$ cat src/sys_irq_pkg.sv
// Constants shared by the interrupt and low-power control block
package sys_irq_pkg;
  // ----------------------------------------------------------------
  // Register map
  // ----------------------------------------------------------------
  localparam logic [7:0] OFS_IRQ_STATUS_ONE    = 8'h00;
  localparam logic [7:0] OFS_IRQ_STATUS_TWO    = 8'h04;
  localparam logic [7:0] OFS_IRQ_STATUS_THREE  = 8'h08;
  localparam logic [7:0] OFS_BREAK_FLAG_CTRL   = 8'h0c;
  localparam logic [7:0] OFS_CONFIG            = 8'h10;
  localparam logic [7:0] OFS_LOWPOWER_STATUS   = 8'h14;
  // ----------------------------------------------------------------
  // Field positions and reset values
  // ----------------------------------------------------------------
  localparam int BIT_BREAK_CLEAR_FLAG_ENABLE   = 0;
  localparam int BIT_SHORT_STOP_RECOVERY       = 0;
  localparam int BIT_OSCILLATOR_KEEP_IN_HALT   = 1;
  localparam int BIT_WATCHDOG_DISABLE          = 2;
  localparam logic       RST_BREAK_CLEAR_FLAG_ENABLE = 1'b0;
  localparam logic [2:0] RST_CONFIG                  = 3'h0;
  // ----------------------------------------------------------------
  // Timing, in crystal clock cycles
  // ----------------------------------------------------------------
  localparam int          SYS_COUNTER_WIDTH   = 12;
  localparam int          STOP_RECOVERY_LONG  = 4096;
  localparam int          STOP_RECOVERY_SHORT = 32;
  localparam logic [11:0] RECOVERY_LONG_LAST  = 12'(STOP_RECOVERY_LONG - 1);
  localparam logic [11:0] RECOVERY_SHORT_LAST = 12'(STOP_RECOVERY_SHORT - 1);
  // ----------------------------------------------------------------
  // Vector selection and bus answers
  // ----------------------------------------------------------------
  localparam int         NUM_HW_SOURCES = 16;
  localparam logic [4:0] VEC_SOFTWARE   = 5'h00;
  localparam logic [1:0] RESP_OKAY      = 2'h0;
  localparam logic [1:0] RESP_SLVERR    = 2'h2;
  typedef enum {ST_RUN, ST_WAIT, ST_STOP, ST_RECOVER, ST_STACK} lp_state_e;
endpackage

$ cat src/sys_interrupt_lowpower_ctrl.sv
// Interrupt latch, arbitration, break flag protection and wait/stop control
//
// Behaviour
// - Interrupt entry stacks CPU registers and sets the mask; return restores them.
// - Requests are latched and arbitrated; result selects the vector fetched.
// - A latched request cannot be displaced until serviced or mask cleared.
// - Hardware requests are examined only after the current instruction completes.
// - Service only with mask clear and the source's enable set.
// - Highest pending first; pending at return is taken before next instruction.
// - Interrupt entry does not push the index high byte.
// - Software interrupt ignores the mask, ranks above every hardware source.
// - Software interrupt stacks PC, hardware interrupt stacks PC minus one.
// - Sources map to flags 1 to 16 in fixed priority order.
// - Each status flag reads 1 while its request is present.
// - Status one bits 1..0 and status three bits 7..2 read zero.
// - Reset overrides all interrupts and takes no part in arbitration.
// - Break request forces the CPU to the software interrupt vector.
// - In break, other flags clear only when break clear enable is set.
// - A flag cleared in break stays cleared after break ends.
// - Two-step clears stay protected in break; second step after break works.
// - Wait or stop clears the mask and stops CPU clock until wake.
// - Wait keeps peripheral clocks; wake stacks one cycle after the request.
// - Watchdog disable bit at 0 keeps the watchdog running, also in wait.
// - Stop holds counter reset, clocks off; generator off unless oscillator kept.
// - Stop recovery lasts 4096 cycles, or 32 when short; then stacking.
// - The system counter is 12 bits and times stop recovery.
`timescale 1ns/100ps
`default_nettype none
module sys_interrupt_lowpower_ctrl
  import sys_irq_pkg::*;
(
  input  wire logic        sys_clk,
  input  wire logic        arst_n,
  // AXI4-Lite slave
  input  wire logic [7:0]  s_axi_awaddr,
  input  wire logic        s_axi_awvalid,
  output logic             s_axi_awready,
  input  wire logic [31:0] s_axi_wdata,
  input  wire logic [3:0]  s_axi_wstrb,
  input  wire logic        s_axi_wvalid,
  output logic             s_axi_wready,
  output logic [1:0]       s_axi_bresp,
  output logic             s_axi_bvalid,
  input  wire logic        s_axi_bready,
  input  wire logic [7:0]  s_axi_araddr,
  input  wire logic        s_axi_arvalid,
  output logic             s_axi_arready,
  output logic [31:0]      s_axi_rdata,
  output logic [1:0]       s_axi_rresp,
  output logic             s_axi_rvalid,
  input  wire logic        s_axi_rready,
  // Peripheral requests and their enables
  input  wire logic [15:0] irq_request,
  input  wire logic [15:0] irq_enable,
  // CPU core
  input  wire logic        cpu_mask,
  input  wire logic        instr_done,
  input  wire logic        swi_exec,
  input  wire logic        wait_exec,
  input  wire logic        stop_exec,
  input  wire logic        rti_done,
  input  wire logic        int_ack,
  input  wire logic        break_request,
  output logic             int_start,
  output logic [4:0]       vector_sel,
  output logic             stack_pc_minus_one,
  output logic             push_index_high,
  output logic             set_mask,
  output logic             clear_mask,
  output logic             cpu_clk_en,
  output logic             periph_clk_en,
  output logic             generator_clk_en,
  output logic             watchdog_run,
  output logic             break_state,
  output logic             flag_clear_allow
);
  // ----------------------------------------------------------------
  // Arbitration
  // ----------------------------------------------------------------
  // Lowest flag index wins: flag 1 is the highest priority source
  function automatic logic [4:0] pick_vector(input logic [15:0] req);
    logic [4:0] v;
    v = 5'h00;
    for (int i = NUM_HW_SOURCES - 1; i >= 0; i--) begin
      if (req[i]) begin
        v = 5'(i + 1);
      end
    end
    return v;
  endfunction

  lp_state_e   state_q;
  logic [15:0] live_q;
  logic [11:0] sys_cnt_q;
  logic [11:0] recovery_last_q;
  logic        break_clear_enable_q;
  logic [2:0]  config_q;
  logic        aw_got_q;
  logic        w_got_q;
  logic [7:0]  aw_addr_q;
  logic [31:0] w_data_q;
  logic [3:0]  w_strb_q;
  logic [15:0] armed;
  logic        take_hw;
  logic        take_sw;
  logic        check_point;

  assign armed       = irq_request & irq_enable;
  assign check_point = instr_done | rti_done;
  assign take_sw     = swi_exec | break_request;
  assign take_hw     = !cpu_mask && (armed != 16'h0000);

  // ----------------------------------------------------------------
  // Sequencer
  // ----------------------------------------------------------------
  // Reset is the async clear alone, so it always beats any request
  always_ff @(posedge sys_clk or negedge arst_n) begin
    if (!arst_n) begin
      state_q            <= ST_RUN;
      int_start          <= 1'b0;
      vector_sel         <= VEC_SOFTWARE;
      stack_pc_minus_one <= 1'b0;
      set_mask           <= 1'b0;
      clear_mask         <= 1'b0;
      recovery_last_q    <= RECOVERY_LONG_LAST;
    end else begin
      int_start  <= 1'b0;
      set_mask   <= 1'b0;
      clear_mask <= 1'b0;
      case (state_q)
        ST_RUN: begin
          if (check_point && take_sw) begin
            state_q            <= ST_STACK;
            int_start          <= 1'b1;
            set_mask           <= 1'b1;
            vector_sel         <= VEC_SOFTWARE;
            stack_pc_minus_one <= 1'b0;
          end else if (check_point && take_hw) begin
            state_q            <= ST_STACK;
            int_start          <= 1'b1;
            set_mask           <= 1'b1;
            vector_sel         <= pick_vector(armed);
            stack_pc_minus_one <= 1'b1;
          end else if (wait_exec) begin
            state_q    <= ST_WAIT;
            clear_mask <= 1'b1;
          end else if (stop_exec) begin
            state_q    <= ST_STOP;
            clear_mask <= 1'b1;
          end
        end
        ST_WAIT: begin
          // Mask was just cleared, so any enabled request wakes us
          if (break_request || armed != 16'h0000) begin
            state_q            <= ST_STACK;
            int_start          <= 1'b1;
            set_mask           <= 1'b1;
            vector_sel         <= break_request ? VEC_SOFTWARE : pick_vector(armed);
            stack_pc_minus_one <= !break_request;
          end
        end
        ST_STOP: begin
          if (break_request || armed != 16'h0000) begin
            state_q            <= ST_RECOVER;
            vector_sel         <= break_request ? VEC_SOFTWARE : pick_vector(armed);
            stack_pc_minus_one <= !break_request;
            recovery_last_q    <= config_q[BIT_SHORT_STOP_RECOVERY] ?
                                  RECOVERY_SHORT_LAST : RECOVERY_LONG_LAST;
          end
        end
        ST_RECOVER: begin
          // Latched vector is kept through recovery even if the request drops
          if (sys_cnt_q == recovery_last_q) begin
            state_q   <= ST_STACK;
            int_start <= 1'b1;
            set_mask  <= 1'b1;
          end
        end
        ST_STACK: begin
          // Held until the CPU has fetched the vector
          if (int_ack) begin
            state_q <= ST_RUN;
          end
        end
        default: begin
          state_q <= ST_RUN;
        end
      endcase
    end
  end

  // ----------------------------------------------------------------
  // Clock gating and system counter
  // ----------------------------------------------------------------
  always_ff @(posedge sys_clk or negedge arst_n) begin
    if (!arst_n) begin
      cpu_clk_en       <= 1'b1;
      periph_clk_en    <= 1'b1;
      generator_clk_en <= 1'b1;
    end else begin
      cpu_clk_en       <= (state_q == ST_RUN) || (state_q == ST_STACK);
      periph_clk_en    <= (state_q != ST_STOP) && (state_q != ST_RECOVER);
      generator_clk_en <= (state_q != ST_STOP) ||
                          config_q[BIT_OSCILLATOR_KEEP_IN_HALT];
    end
  end

  // Crystal clock is sys_clk here, so the counter steps once per cycle
  always_ff @(posedge sys_clk or negedge arst_n) begin
    if (!arst_n) begin
      sys_cnt_q <= 12'h000;
    end else if (state_q == ST_STOP) begin
      sys_cnt_q <= 12'h000;
    end else begin
      sys_cnt_q <= sys_cnt_q + 12'h001;
    end
  end

  // ----------------------------------------------------------------
  // Break and status
  // ----------------------------------------------------------------
  always_ff @(posedge sys_clk or negedge arst_n) begin
    if (!arst_n) begin
      break_state      <= 1'b0;
      flag_clear_allow <= 1'b1;
      watchdog_run     <= 1'b1;
      live_q           <= 16'h0000;
      push_index_high  <= 1'b0;
    end else begin
      // Marked at the take, since the break line may drop before stacking
      if (break_request && ((state_q == ST_RUN && check_point) ||
                            state_q == ST_WAIT || state_q == ST_STOP)) begin
        break_state <= 1'b1;
      end else if (rti_done) begin
        break_state <= 1'b0;
      end
      // Peripherals gate their own clears; this only withholds them
      flag_clear_allow <= !break_state || break_clear_enable_q;
      watchdog_run     <= !config_q[BIT_WATCHDOG_DISABLE];
      live_q           <= irq_request;
      push_index_high  <= 1'b0;
    end
  end

  // ----------------------------------------------------------------
  // AXI4-Lite write
  // ----------------------------------------------------------------
  always_ff @(posedge sys_clk or negedge arst_n) begin
    if (!arst_n) begin
      aw_got_q             <= 1'b0;
      w_got_q              <= 1'b0;
      aw_addr_q            <= 8'h00;
      w_data_q             <= 32'h0000_0000;
      w_strb_q             <= 4'h0;
      s_axi_awready        <= 1'b1;
      s_axi_wready         <= 1'b1;
      s_axi_bvalid         <= 1'b0;
      s_axi_bresp          <= RESP_OKAY;
      break_clear_enable_q <= RST_BREAK_CLEAR_FLAG_ENABLE;
      config_q             <= RST_CONFIG;
    end else begin
      if (s_axi_awvalid && s_axi_awready) begin
        aw_got_q      <= 1'b1;
        aw_addr_q     <= s_axi_awaddr;
        s_axi_awready <= 1'b0;
      end
      if (s_axi_wvalid && s_axi_wready) begin
        w_got_q      <= 1'b1;
        w_data_q     <= s_axi_wdata;
        w_strb_q     <= s_axi_wstrb;
        s_axi_wready <= 1'b0;
      end
      if (aw_got_q && w_got_q && !s_axi_bvalid) begin
        s_axi_bvalid <= 1'b1;
        s_axi_bresp  <= RESP_OKAY;
        case (aw_addr_q)
          OFS_BREAK_FLAG_CTRL: begin
            if (w_strb_q[0]) begin
              break_clear_enable_q <= w_data_q[BIT_BREAK_CLEAR_FLAG_ENABLE];
            end
          end
          OFS_CONFIG: begin
            if (w_strb_q[0]) begin
              config_q <= w_data_q[2:0];
            end
          end
          OFS_IRQ_STATUS_ONE, OFS_IRQ_STATUS_TWO, OFS_IRQ_STATUS_THREE,
          OFS_LOWPOWER_STATUS: begin
            s_axi_bresp <= RESP_OKAY;
          end
          default: begin
            s_axi_bresp <= RESP_SLVERR;
          end
        endcase
      end
      if (s_axi_bvalid && s_axi_bready) begin
        s_axi_bvalid  <= 1'b0;
        aw_got_q      <= 1'b0;
        w_got_q       <= 1'b0;
        s_axi_awready <= 1'b1;
        s_axi_wready  <= 1'b1;
      end
    end
  end

  // ----------------------------------------------------------------
  // AXI4-Lite read
  // ----------------------------------------------------------------
  always_ff @(posedge sys_clk or negedge arst_n) begin
    if (!arst_n) begin
      s_axi_arready <= 1'b1;
      s_axi_rvalid  <= 1'b0;
      s_axi_rdata   <= 32'h0000_0000;
      s_axi_rresp   <= RESP_OKAY;
    end else if (s_axi_arvalid && s_axi_arready) begin
      s_axi_arready <= 1'b0;
      s_axi_rvalid  <= 1'b1;
      s_axi_rresp   <= RESP_OKAY;
      case (s_axi_araddr)
        OFS_IRQ_STATUS_ONE:   s_axi_rdata <= {24'h0, live_q[5:0], 2'b00};
        OFS_IRQ_STATUS_TWO:   s_axi_rdata <= {24'h0, live_q[13:6]};
        OFS_IRQ_STATUS_THREE: s_axi_rdata <= {30'h0, live_q[15:14]};
        OFS_BREAK_FLAG_CTRL:  s_axi_rdata <= {31'h0, break_clear_enable_q};
        OFS_CONFIG:           s_axi_rdata <= {29'h0, config_q};
        OFS_LOWPOWER_STATUS:  s_axi_rdata <= {19'h0, break_state, sys_cnt_q};
        default: begin
          s_axi_rdata <= 32'h0000_0000;
          s_axi_rresp <= RESP_SLVERR;
        end
      endcase
    end else if (s_axi_rvalid && s_axi_rready) begin
      s_axi_rvalid  <= 1'b0;
      s_axi_arready <= 1'b1;
    end
  end
endmodule
`default_nettype wire

$ cat config.mk
export PLATFORM = sky130hd
export DESIGN_NAME = sys_interrupt_lowpower_ctrl
export DESIGN_NICKNAME = d
export VERILOG_FILES = /design/src/sys_irq_pkg.sv /design/src/sys_interrupt_lowpower_ctrl.sv
export SDC_FILE = /design/constraint.sdc
export NUM_CORES = 1
export LEC_CHECK = 0
export BUFFER_PORTS_ARGS = -buffer_cell sky130_fd_sc_hd__buf_2
export CORE_UTILIZATION = 45
export DETAILED_ROUTE_END_ITERATION = 10
export MAX_ROUTING_LAYER = met4
export PLACE_DENSITY_LB_ADDON = 0.15
export SYNTH_ARGS = -nofsm -noshare
export SYNTH_HDL_FRONTEND = slang
export SYNTH_SLANG_ARGS = --single-unit
$ cat constraint.sdc
create_clock -name sys_clk -period 2.3 [get_ports sys_clk]
set_clock_uncertainty 0.15 [all_clocks]
set_input_delay 0.115 -clock sys_clk [delete_from_list [all_inputs] [get_ports sys_clk]]
set_output_delay 0.115 -clock sys_clk [all_outputs]
set_load 0.005 [all_outputs]
# Word-level counts from Yosys, hierarchy flattened
# Cells that the tools add are included.
[op_classes] n_addsub=1 multipliers=0 n_div=0 order_cmp=0 eq_ne=27 shifts=0 muxes=65 bitwise_logic=3 reduce_logical=43
[op_table] operator="2-to-1 mux 32 bit" count=8
[op_table] operator="case mux 32 bit (5 select lines)" count=1
[op_table] operator="2-to-1 mux 5 bit" count=20
[op_table] operator="== test 32 x 2 -> 1 bit (second input constant)" count=3
[op_table] operator="case mux 13 bit (6 select lines)" count=1
[op_table] operator="== test 32 x 3 -> 1 bit (second input constant)" count=2
[op_table] operator="logical NOT 32 bit" count=2
[op_table] operator="!= test 32 x 3 -> 1 bit (second input constant)" count=2
[op_table] operator="== test 32 x 1 -> 1 bit (second input constant)" count=1
[op_table] operator="== test 32 x 4 -> 1 bit (second input constant)" count=1
[op_table] operator="== test 8 x 4 -> 1 bit (second input constant)" count=4
[op_table] operator="== test 8 x 5 -> 1 bit (second input constant)" count=4
[op_table] operator="2-to-1 mux 1 bit" count=28
[op_table] operator="2-to-1 mux 12 bit" count=2
[op_table] operator="bitwise AND 16 bit" count=1
[op_table] operator="== test 8 x 3 -> 1 bit (second input constant)" count=2
[op_table] operator="logical NOT 8 bit" count=2
[op_table] operator="nonzero test 16 bit" count=1
[op_table] operator="logical AND 1 bit" count=13
[op_table] operator="adder 12 x 1 -> 12 bit (second input constant)" count=1
[op_table] operator="== test 12 bit" count=1
[op_table] operator="nonzero test 2 bit" count=6
[op_table] operator="OR reduction 6 bit" count=2
[op_table] operator="case mux 5 bit (2 select lines)" count=1
[op_table] operator="other kinds (14)" count=30
[totals] reg_bits=145 latch_bits=0 ramBits=0 romBits=0 input_bits=99 output_inout_bits=57 wordCells=168 mem_count=0

# Longest topological paths before layout
# Gate-level depths: netlist of the first run.
[logic_depth] depth_word=20 mapped_depth=7 ltp_nobuf=7

# Least setup slack after synthesis of the first run
# No wires, ideal clock.
[synth_path] path_kind="reg-to-reg" start="register aw_addr_q[0]" end="register config_q[0]" setup_ps=125 arrival_ps=1750 t_required_ps=2025 path_slack_ps=275 stages_incl_launch_ff=5 n_path_buf=0 synth_period_minus_slack_ps=2025 path_cell_list="dfrtp_1 -> or4_1 -> nor4b_1 -> and3_1 -> mux2_2"
[synth_between] elab_chain_cells=2
[synth_rtl] item="start, declared" line_no="sys_interrupt_lowpower_ctrl.sv:100" source="logic [7:0] aw_addr_q;"
[synth_rtl] item="start signal, assigned" line_no="sys_interrupt_lowpower_ctrl.sv:264" source="aw_addr_q <= s_axi_awaddr;"
[synth_rtl] item="== test 8 x 5 -> 1 bit" line_no="sys_interrupt_lowpower_ctrl.sv:276" source="case (aw_addr_q)"
[synth_rtl] item="AND reduction 3 bit (no line)"
[synth_rtl] item="end signal, assigned" line_no="sys_interrupt_lowpower_ctrl.sv:284" source="config_q <= w_data_q[2:0];"
[synth_rtl] item="end, declared" line_no="sys_interrupt_lowpower_ctrl.sv:97" source="logic [2:0] config_q;"
# Every way passes these cells.
# A chain may end at the register's enable or synchronous reset.

# Final worst setup path of the first run
[layout_path] start="input irq_request[5]" end="register vector_sel[4]"
[layout_between] elab_chain_cells=10 elab_cells_between_ends=19
[layout_rtl] item="start, declared" line_no="sys_interrupt_lowpower_ctrl.sv:53" source="input wire logic [15:0] irq_request,"
[layout_rtl] item="bitwise AND 16 bit *" line_no="sys_interrupt_lowpower_ctrl.sv:108" source="assign armed = irq_request & irq_enable;"
[layout_rtl] item="2-to-1 mux 5 bit (6 in series)" line_no="sys_interrupt_lowpower_ctrl.sv:85" source="if (req[i]) begin"
[layout_rtl] item="2-to-1 mux 5 bit, on equally long branches" line_no="sys_interrupt_lowpower_ctrl.sv:165, sys_interrupt_lowpower_ctrl.sv:138"
[layout_rtl] item="2-to-1 mux 5 bit, on equally long branches" line_no="sys_interrupt_lowpower_ctrl.sv:154, sys_interrupt_lowpower_ctrl.sv:132"
[layout_rtl] item="case mux 5 bit (2 select lines)" line_no="sys_interrupt_lowpower_ctrl.sv:130" source="case (state_q)"
[layout_rtl] item="end signal, assigned" line_no="sys_interrupt_lowpower_ctrl.sv:142" source="vector_sel <= pick_vector(armed);"
[layout_rtl] item="end signal, assigned" line_no="sys_interrupt_lowpower_ctrl.sv:158" source="vector_sel <= break_request ? VEC_SOFTWARE : pick_vector(armed);"
[layout_rtl] item="end signal, assigned" line_no="sys_interrupt_lowpower_ctrl.sv:165" source="vector_sel <= break_request ? VEC_SOFTWARE : pick_vector(armed);"
[layout_rtl] item="end, declared" line_no="sys_interrupt_lowpower_ctrl.sv:65" source="output logic [4:0] vector_sel,"
# Mark *: on every way between the ends. The rest lies on a longest branch, timed or not. The select of a mux whose other input is x is not followed.

==> results of run 1 <==
-- cell families (layout without fill, tap and decap cells) --
logic type               count (synthesis)  in the layout  synth area share (%)
AND/OR/NAND/NOR                        122            122                 14.51
flip-flops                              84             84                 54.33
AO/OA/AOI/OAI                           79             79                 14.60
buffers and inverters                   39            180                 6.690
multiplexers                            25             25                 7.205
XOR/XNOR                                10             10                 2.251
adder cells (fa/ha/maj)                  1              1                0.3216
other                                    1             22               0.09640
-- critical path, cell delays in order --
cell	delay (ns)
dlygate4sd3_1	0.54
buf_2	0.15
a22oi_1	0.26
nand4_1	0.18
or2_4	0.31
o311ai_4	0.22
buf_6	0.17
mux2_2	0.33
-- flip-flops by register name, indices dropped and copies added (netlist names), 3 cells and up --
name and cells:
vector_sel 5, sys_cnt_q 12, live_q 16, s_axi_rdata 13, aw_addr_q 8, state_q 3, w_data_q 3, config_q 3
-- cell usage after synthesis, types with 6 or more instances --
| cell | number |
|---|---|
| a222oi_1 | 8 |
| nand2_1 | 48 |
| dfrtp_1 | 75 |
| a21oi_1 | 10 |
| dfstp_2 | 9 |
| xor2_1 | 6 |
| buf_4 | 23 |
| mux2_2 | 24 |
| a22oi_1 | 7 |
| inv_1 | 9 |
| nor2_1 | 34 |
| o21ai_0 | 26 |
-- path summary, 6_finish.rpt --
path	from	endpoint	slack [ns]	cells after the start
hold reg to reg	config_q[2]	watchdog_run	0.25	1
setup / recovery	irq_request[5]	vector_sel[4]	0.11	8
setup reg to reg	aw_addr_q[0]	config_q[1]	0.15	4
max in group asynchronous	arst_n	watchdog_run	1.22	3
hold / removal	instr_done	clear_mask	0.04	4
min in group asynchronous	arst_n	s_axi_rdata[0]	0.10	2
-- routing by layer --
layer	part of all wire, %	track usage [%]	wire length, um
met1	48	31.36	4454
met3	4.8	3.704	449
met5	0	-	0
met4	1.6	8.333	152
met2	46	35.07	4250
-- where the power goes --
part | leakage (nW) | switching, mW | internal, mW | total, mW
Sequential | 1.04 | 0.295 | 1.87 | 2.17
Clock | 0.0975 | 0.555 | 0.514 | 1.07
Combinational | 1.27 | 0.544 | 0.656 | 1.20
Total | 2.41 | 1.39 | 3.04 | 4.44
-- repair_timing --
action	CTS	global route
gates resized for setup	0	5
hold buffers	44	0
endpoints found under the hold margin	120	0
setup endpoints to repair	0	8
buffers inserted	0	1
-- final cells by class --
type / instances / area [um^2] / area share [%]
sequential: 84 / 2113 / 41.17
multi-input combinational: 259 / 1613 / 31.42
timing repair buffer: 155 / 1042 / 20.30
tap: 105 / 131.4 / 2.559
clock buffer: 10 / 127.6 / 2.486
clock inverter: 6 / 72.57 / 1.414
inverter: 9 / 33.78 / 0.6581
-- stage by stage --
| step | util, % | power, mW | instances |
|---|---|---|---|
| after CTS | 61.57 | 4.433 | 628 |
| after global routing | 61.86 | 4.729 | 628 |
| final | 61.86 | 4.437 | 628 |
| after global placement | 53.85 | 3.230 | 568 |
| after floorplan | - | 2.870 | 382 |
| after detailed placement | 53.85 | 3.273 | 568 |
==> run summary, run 1 <==
fin crit period: 2.193 ns
CP Launch Type: input pin
share of the synthesized area in the top cell type: 48.25%
VDD IR-drop max: 0.0004557 V
Max Root-Sink Buffers: 2
post-synth top area cell: dfrtp_1
CTS Buf Count: 9
Antenna Cells: 0
final worst slack: 0.1065 ns
commonest non-fill, non-tap cell in the layout: buf_2
clock root buffer: clkbuf_8
RSZ-0062 raised after global routing: no
Layout fillers: 720
most frequent cells in the layout: 99 x buf_2, 75 x dfrtp_1, 48 x nand2_1
P per Cell Area: 864.2 nW/um^2
design area: 5134 um^2
GPL Wtd Cong: 0.8954
Post-Route WL: 9.307 mm
Area Growth Syn to Fin: 31.97%
# setup viols final: 0
Main synth FF type: dfrtp_1
ANT nets after route: 0
Max Fclk: 455.9 MHz
dpl cell area: 4469 um^2
drt wl/cell: 14.82 um
syn_area_per_cell: 10.78 um^2
Yosys reg bits: 84
Cells after Synth: 361
largest cells by area after synthesis: dfrtp_1 48%, mux2_2 6.9%, dfstp_2 6.1%
final hold viol count: 0
slew of the pin with the lowest slew margin: 0.6489 ns
Die ar.: 9020 um^2
max-slew violation count: 0
post-detail-place hpwl: 6.734 mm
drt first pass iters: 5
vias in the first global route: 3134
starting density of the core: 46.87%
first-pass GRT wire length: 15.23 mm
worst path required time: 2.39 ns
largest net degree at the start of global routing: 52
dpl ws: 0.1113 ns
die width: 94.98 um
I/O Pins: 156
MaxCap Viol Count: 0
Setup Crit Path Kind: input pin to register
# rows: 33
Hold WC Path Type: input pin to register
Slew HR: 56.28%
Congestion Overflow GR: 0
FFs w/ async S/R, synth: 100.0%
Worst setup EP type: register
PortBufs: 101
leakage power: 2.411 nW
Skew-Pair Late Insertion Delay: 0.35 ns
CTS Sinks: 84
Die Ht: 94.98 um
EDFF count, synth: 0
YS warnings: 0
vias per inst: 5.189
status: complete, no violations
Seq/Total Area, Yosys: 54.33%
number of remaining DRC errors: 0
TritonCTS clock tree: done
count of cell types in the netlist: 52
Reg clk slew, reported paths: 0.09 ns
Final Cycle Share: 95.37%
largest fanout on the critical path: 6
Iteration-0 DRC Markers: 130
antenna violations before repair: 0
Core ar.: 8299 um^2
worst hold slack: 0.03813 ns
setup TNS: 0 ns
htree depth: 3
GRT Util Overall: 23.12%
DR vias: 3259
share of layout cells above drive strength 1: 32.12%
Layout Nets: 618
post-synthesis cell area: 3890 um^2
WP data arrival: 2.28 ns
Note: power is estimated with default switching activity, not from simulation.
==> run 2, diff against run 1 <==
Settings changed: CAP_MARGIN set to 20, PLACE_DENSITY set to 0.77, PLACE_DENSITY_LB_ADDON 0.15 to unset.
==> run summary, run 2 (same netlist as run 1, synthesis figures left out) <==
Worst setup EP type: register
DR WL met3: 603 um (+34%)
status: complete, no violations
number of remaining DRC errors: 0 (unchanged)
largest register by flop count: live_q
max-slew violation count: 0 (unchanged)
Max Root-Sink Buffers: 2 (unchanged)
leakage power: 2.438 nW (+1.1%)
most frequent cells in the layout: 99 x buf_2, 75 x dfrtp_1, 48 x nand2_1
# rows: 33 (unchanged)
Congestion Overflow GR: 0 (unchanged)
Reg clk slew, reported paths: 0.09 ns (about the same)
Reg2Reg Depth: 4 (unchanged)
Post-Place Cells: 569 (+0.18%)
# setup viols final: 0 (unchanged)
slew of the pin with the lowest slew margin: 0.6355 ns (-0.01349 ns)
vias per inst: 5.259 (+1.3%)
fin crit period: 2.241 ns (+0.04717 ns)
die width: 94.98 um (unchanged)
logic gate share of total power: 27.3% (+0.2 points)
M1 WL: 4.138 mm (-7.1%)
Min-Delay Path Depth: 4 (unchanged)
starting density of the core: 46.87% (unchanged)
largest fanout on the critical path: 6 (unchanged)
final hold viol count: 0 (unchanged)
htree depth: 3 (unchanged)
Setup Crit Path Kind: input pin to register
CTS Sinks: 84 (unchanged)
CTS Buf Count: 9 (unchanged)
Iteration-0 DRC Markers: 150 (+15%)
post-detail-place hpwl: 6.751 mm (+0.25%)
drt first pass iters: 5 (unchanged)
VDD IR-drop max: 0.0004151 V (-8.9%)
TritonCTS clock tree: done
worst path cell trace: dlygate4sd3_1 -> buf_2 -> a22oi_1 -> nand4_1 -> or2_4 -> o311ai_4 -> buf_6 -> mux2_2
Antenna Cells: 0 (unchanged)
Seq pwr share: 48.2% (-0.6 points)
Post-Route WL: 9.623 mm (+3.4%)
Skew-Pair Late Insertion Delay: 0.37 ns (+0.02 ns)
commonest non-fill, non-tap cell in the layout: buf_2
DR WL met2: 4.718 mm (+11%)
largest net degree at the start of global routing: 54 (+3.8%)
Core ar.: 8299 um^2 (unchanged)
number of flip-flops under the largest register name: 16 (unchanged)
setup TNS: 0 ns (unchanged)
Final Cycle Share: 97.42% (+2.1 points)
worst path required time: 2.40 ns (about the same)
antenna violations before repair: 0 (unchanged)
slowest CP cell: dlygate4sd3_1
ANT nets after route: 0 (unchanged)
MaxCap Viol Count: 0 (unchanged)
first-pass GRT wire length: 14.99 mm (-1.6%)
RSZ-0062 raised after global routing: no
Area Growth Syn to Fin: 33.07%
PortBufs: 101 (unchanged)
Hold WC Path Type: input pin to register
clock share of power: 24.4% (+0.3 points)
CP Launch Type: input pin
share of layout cells above drive strength 1: 32.57% (+0.45 points)
GPL Wtd Cong: 0.9005 (+0.57%)
GRT Util Overall: 23.03% (-0.090 points)
Slew HR: 57.19% (+0.91 points)
Finished Layout Cells: 630 (+0.32%)
clock root buffer: clkbuf_8
CP peak stage delay: 0.52 ns (-0.02 ns)
P per Cell Area: 870.9 nW/um^2 (+0.78%)
Die ar.: 9020 um^2 (unchanged)
drt wl/cell: 15.27 um (+3.1%)
vias in the first global route: 3137 (+0.096%)
WP data arrival: 2.34 ns (+0.06 ns)
biggest regs: live_q: 16 flops, s_axi_rdata: 13 flops, sys_cnt_q: 12 flops
Layout Nets: 620 (+0.32%)
Max Fclk: 446.3 MHz (-2.1%)
I/O Pins: 156 (unchanged)
max layer used: met4
DR vias: 3313 (+1.7%)
Die Ht: 94.98 um (unchanged)
Pint: 3.105 mW (+2.1%)
Net Sw Frac: 31.11% (-0.32 points)
Psw: 1.403 mW (+0.57%)
run 2: cell count changes in the layout (fill, tap and decap cells not counted), sizes merged:
| cell | change |
|---|---|
| buf | +1 |
| clkbuf | +2 |
| clkinv | -1 |
| dlymetal6s4s | +1 |
| inv | -1 |
run 2: layer usage:
layer | global-route usage [%] | vias up
met3 | 5.636 | 18
met1 | 28.72 | 1594
li1 | - | 1577
met2 | 37.05 | 124
met5 | - | -
met4 | 6.944 | 0
run 2: power by group through the flow:
stage | Sequential, mW | Combinational, mW | Clock [mW]
6_report | 2.18 | 1.23 | 1.10
3_3_place_gp | 2.17 | 1.06 | 0
2_1_floorplan | 2.12 | 0.750 | 0
5_1_grt | 2.22 | 1.37 | 1.20
3_5_place_dp | 2.19 | 1.10 | 0
4_1_cts | 2.16 | 1.19 | 1.12
run 2: area by class of cell:
class / count / area [um^2]
Tap cell: 105 / 131.4
Clock buffer: 12 / 155.1
Sequential cell: 84 / 2113
Timing Repair Buffer: 157 / 1062
Fill cell: 701 / 3123
Clock inverter: 4 / 57.56
Multi-Input combinational cell: 259 / 1623
Inverter: 9 / 33.78
run 2: worst max-delay path: cells and delay by family:
family          cells  cell delay (ns)
buf+inv             3             0.83
simple gates        2             0.56
compound gates      2             0.50
mux                 1             0.33
run 2: repair_timing:
item | CTS | global route
buffers inserted | 0 | 1
setup endpoints to repair | 0 | 9
resized for setup | 0 | 8
hold buffers | 44 | 1
hold endpoints to repair | 119 | 1
run 2: through the flow:
stage | util (%) | setup WS, ns | total power [mW] | hold slack, ns | area [um^2]
6_report | 62.37 | 0.05935 | 4.508 | 0.02536 | 5176
5_1_grt | 62.37 | 0.006735 | 4.785 | 0.04118 | 5176
4_1_cts | 61.81 | 0.01433 | 4.467 | 0.01982 | 5130
3_5_place_dp | 53.94 | 0.07759 | 3.282 | -0.06117 | 4477
3_3_place_gp | 53.94 | 0.09961 | 3.230 | -0.07065 | 4477
2_1_floorplan | - | 0.2754 | 2.870 | -0.3306 | 3969
run 2: path summary, 6_finish.rpt:
check / from / to / slack [ns]
setup / recovery: irq_request[14] / vector_sel[2] / 0.06
min in group asynchronous: arst_n / live_q[10] / 0.08
setup reg to reg: aw_addr_q[0] / config_q[1] / 0.17
hold / removal: irq_enable[0] / vector_sel[0] / 0.03
max in group asynchronous: arst_n / recovery_last_q[10] / 1.24
hold reg to reg: config_q[2] / watchdog_run / 0.24
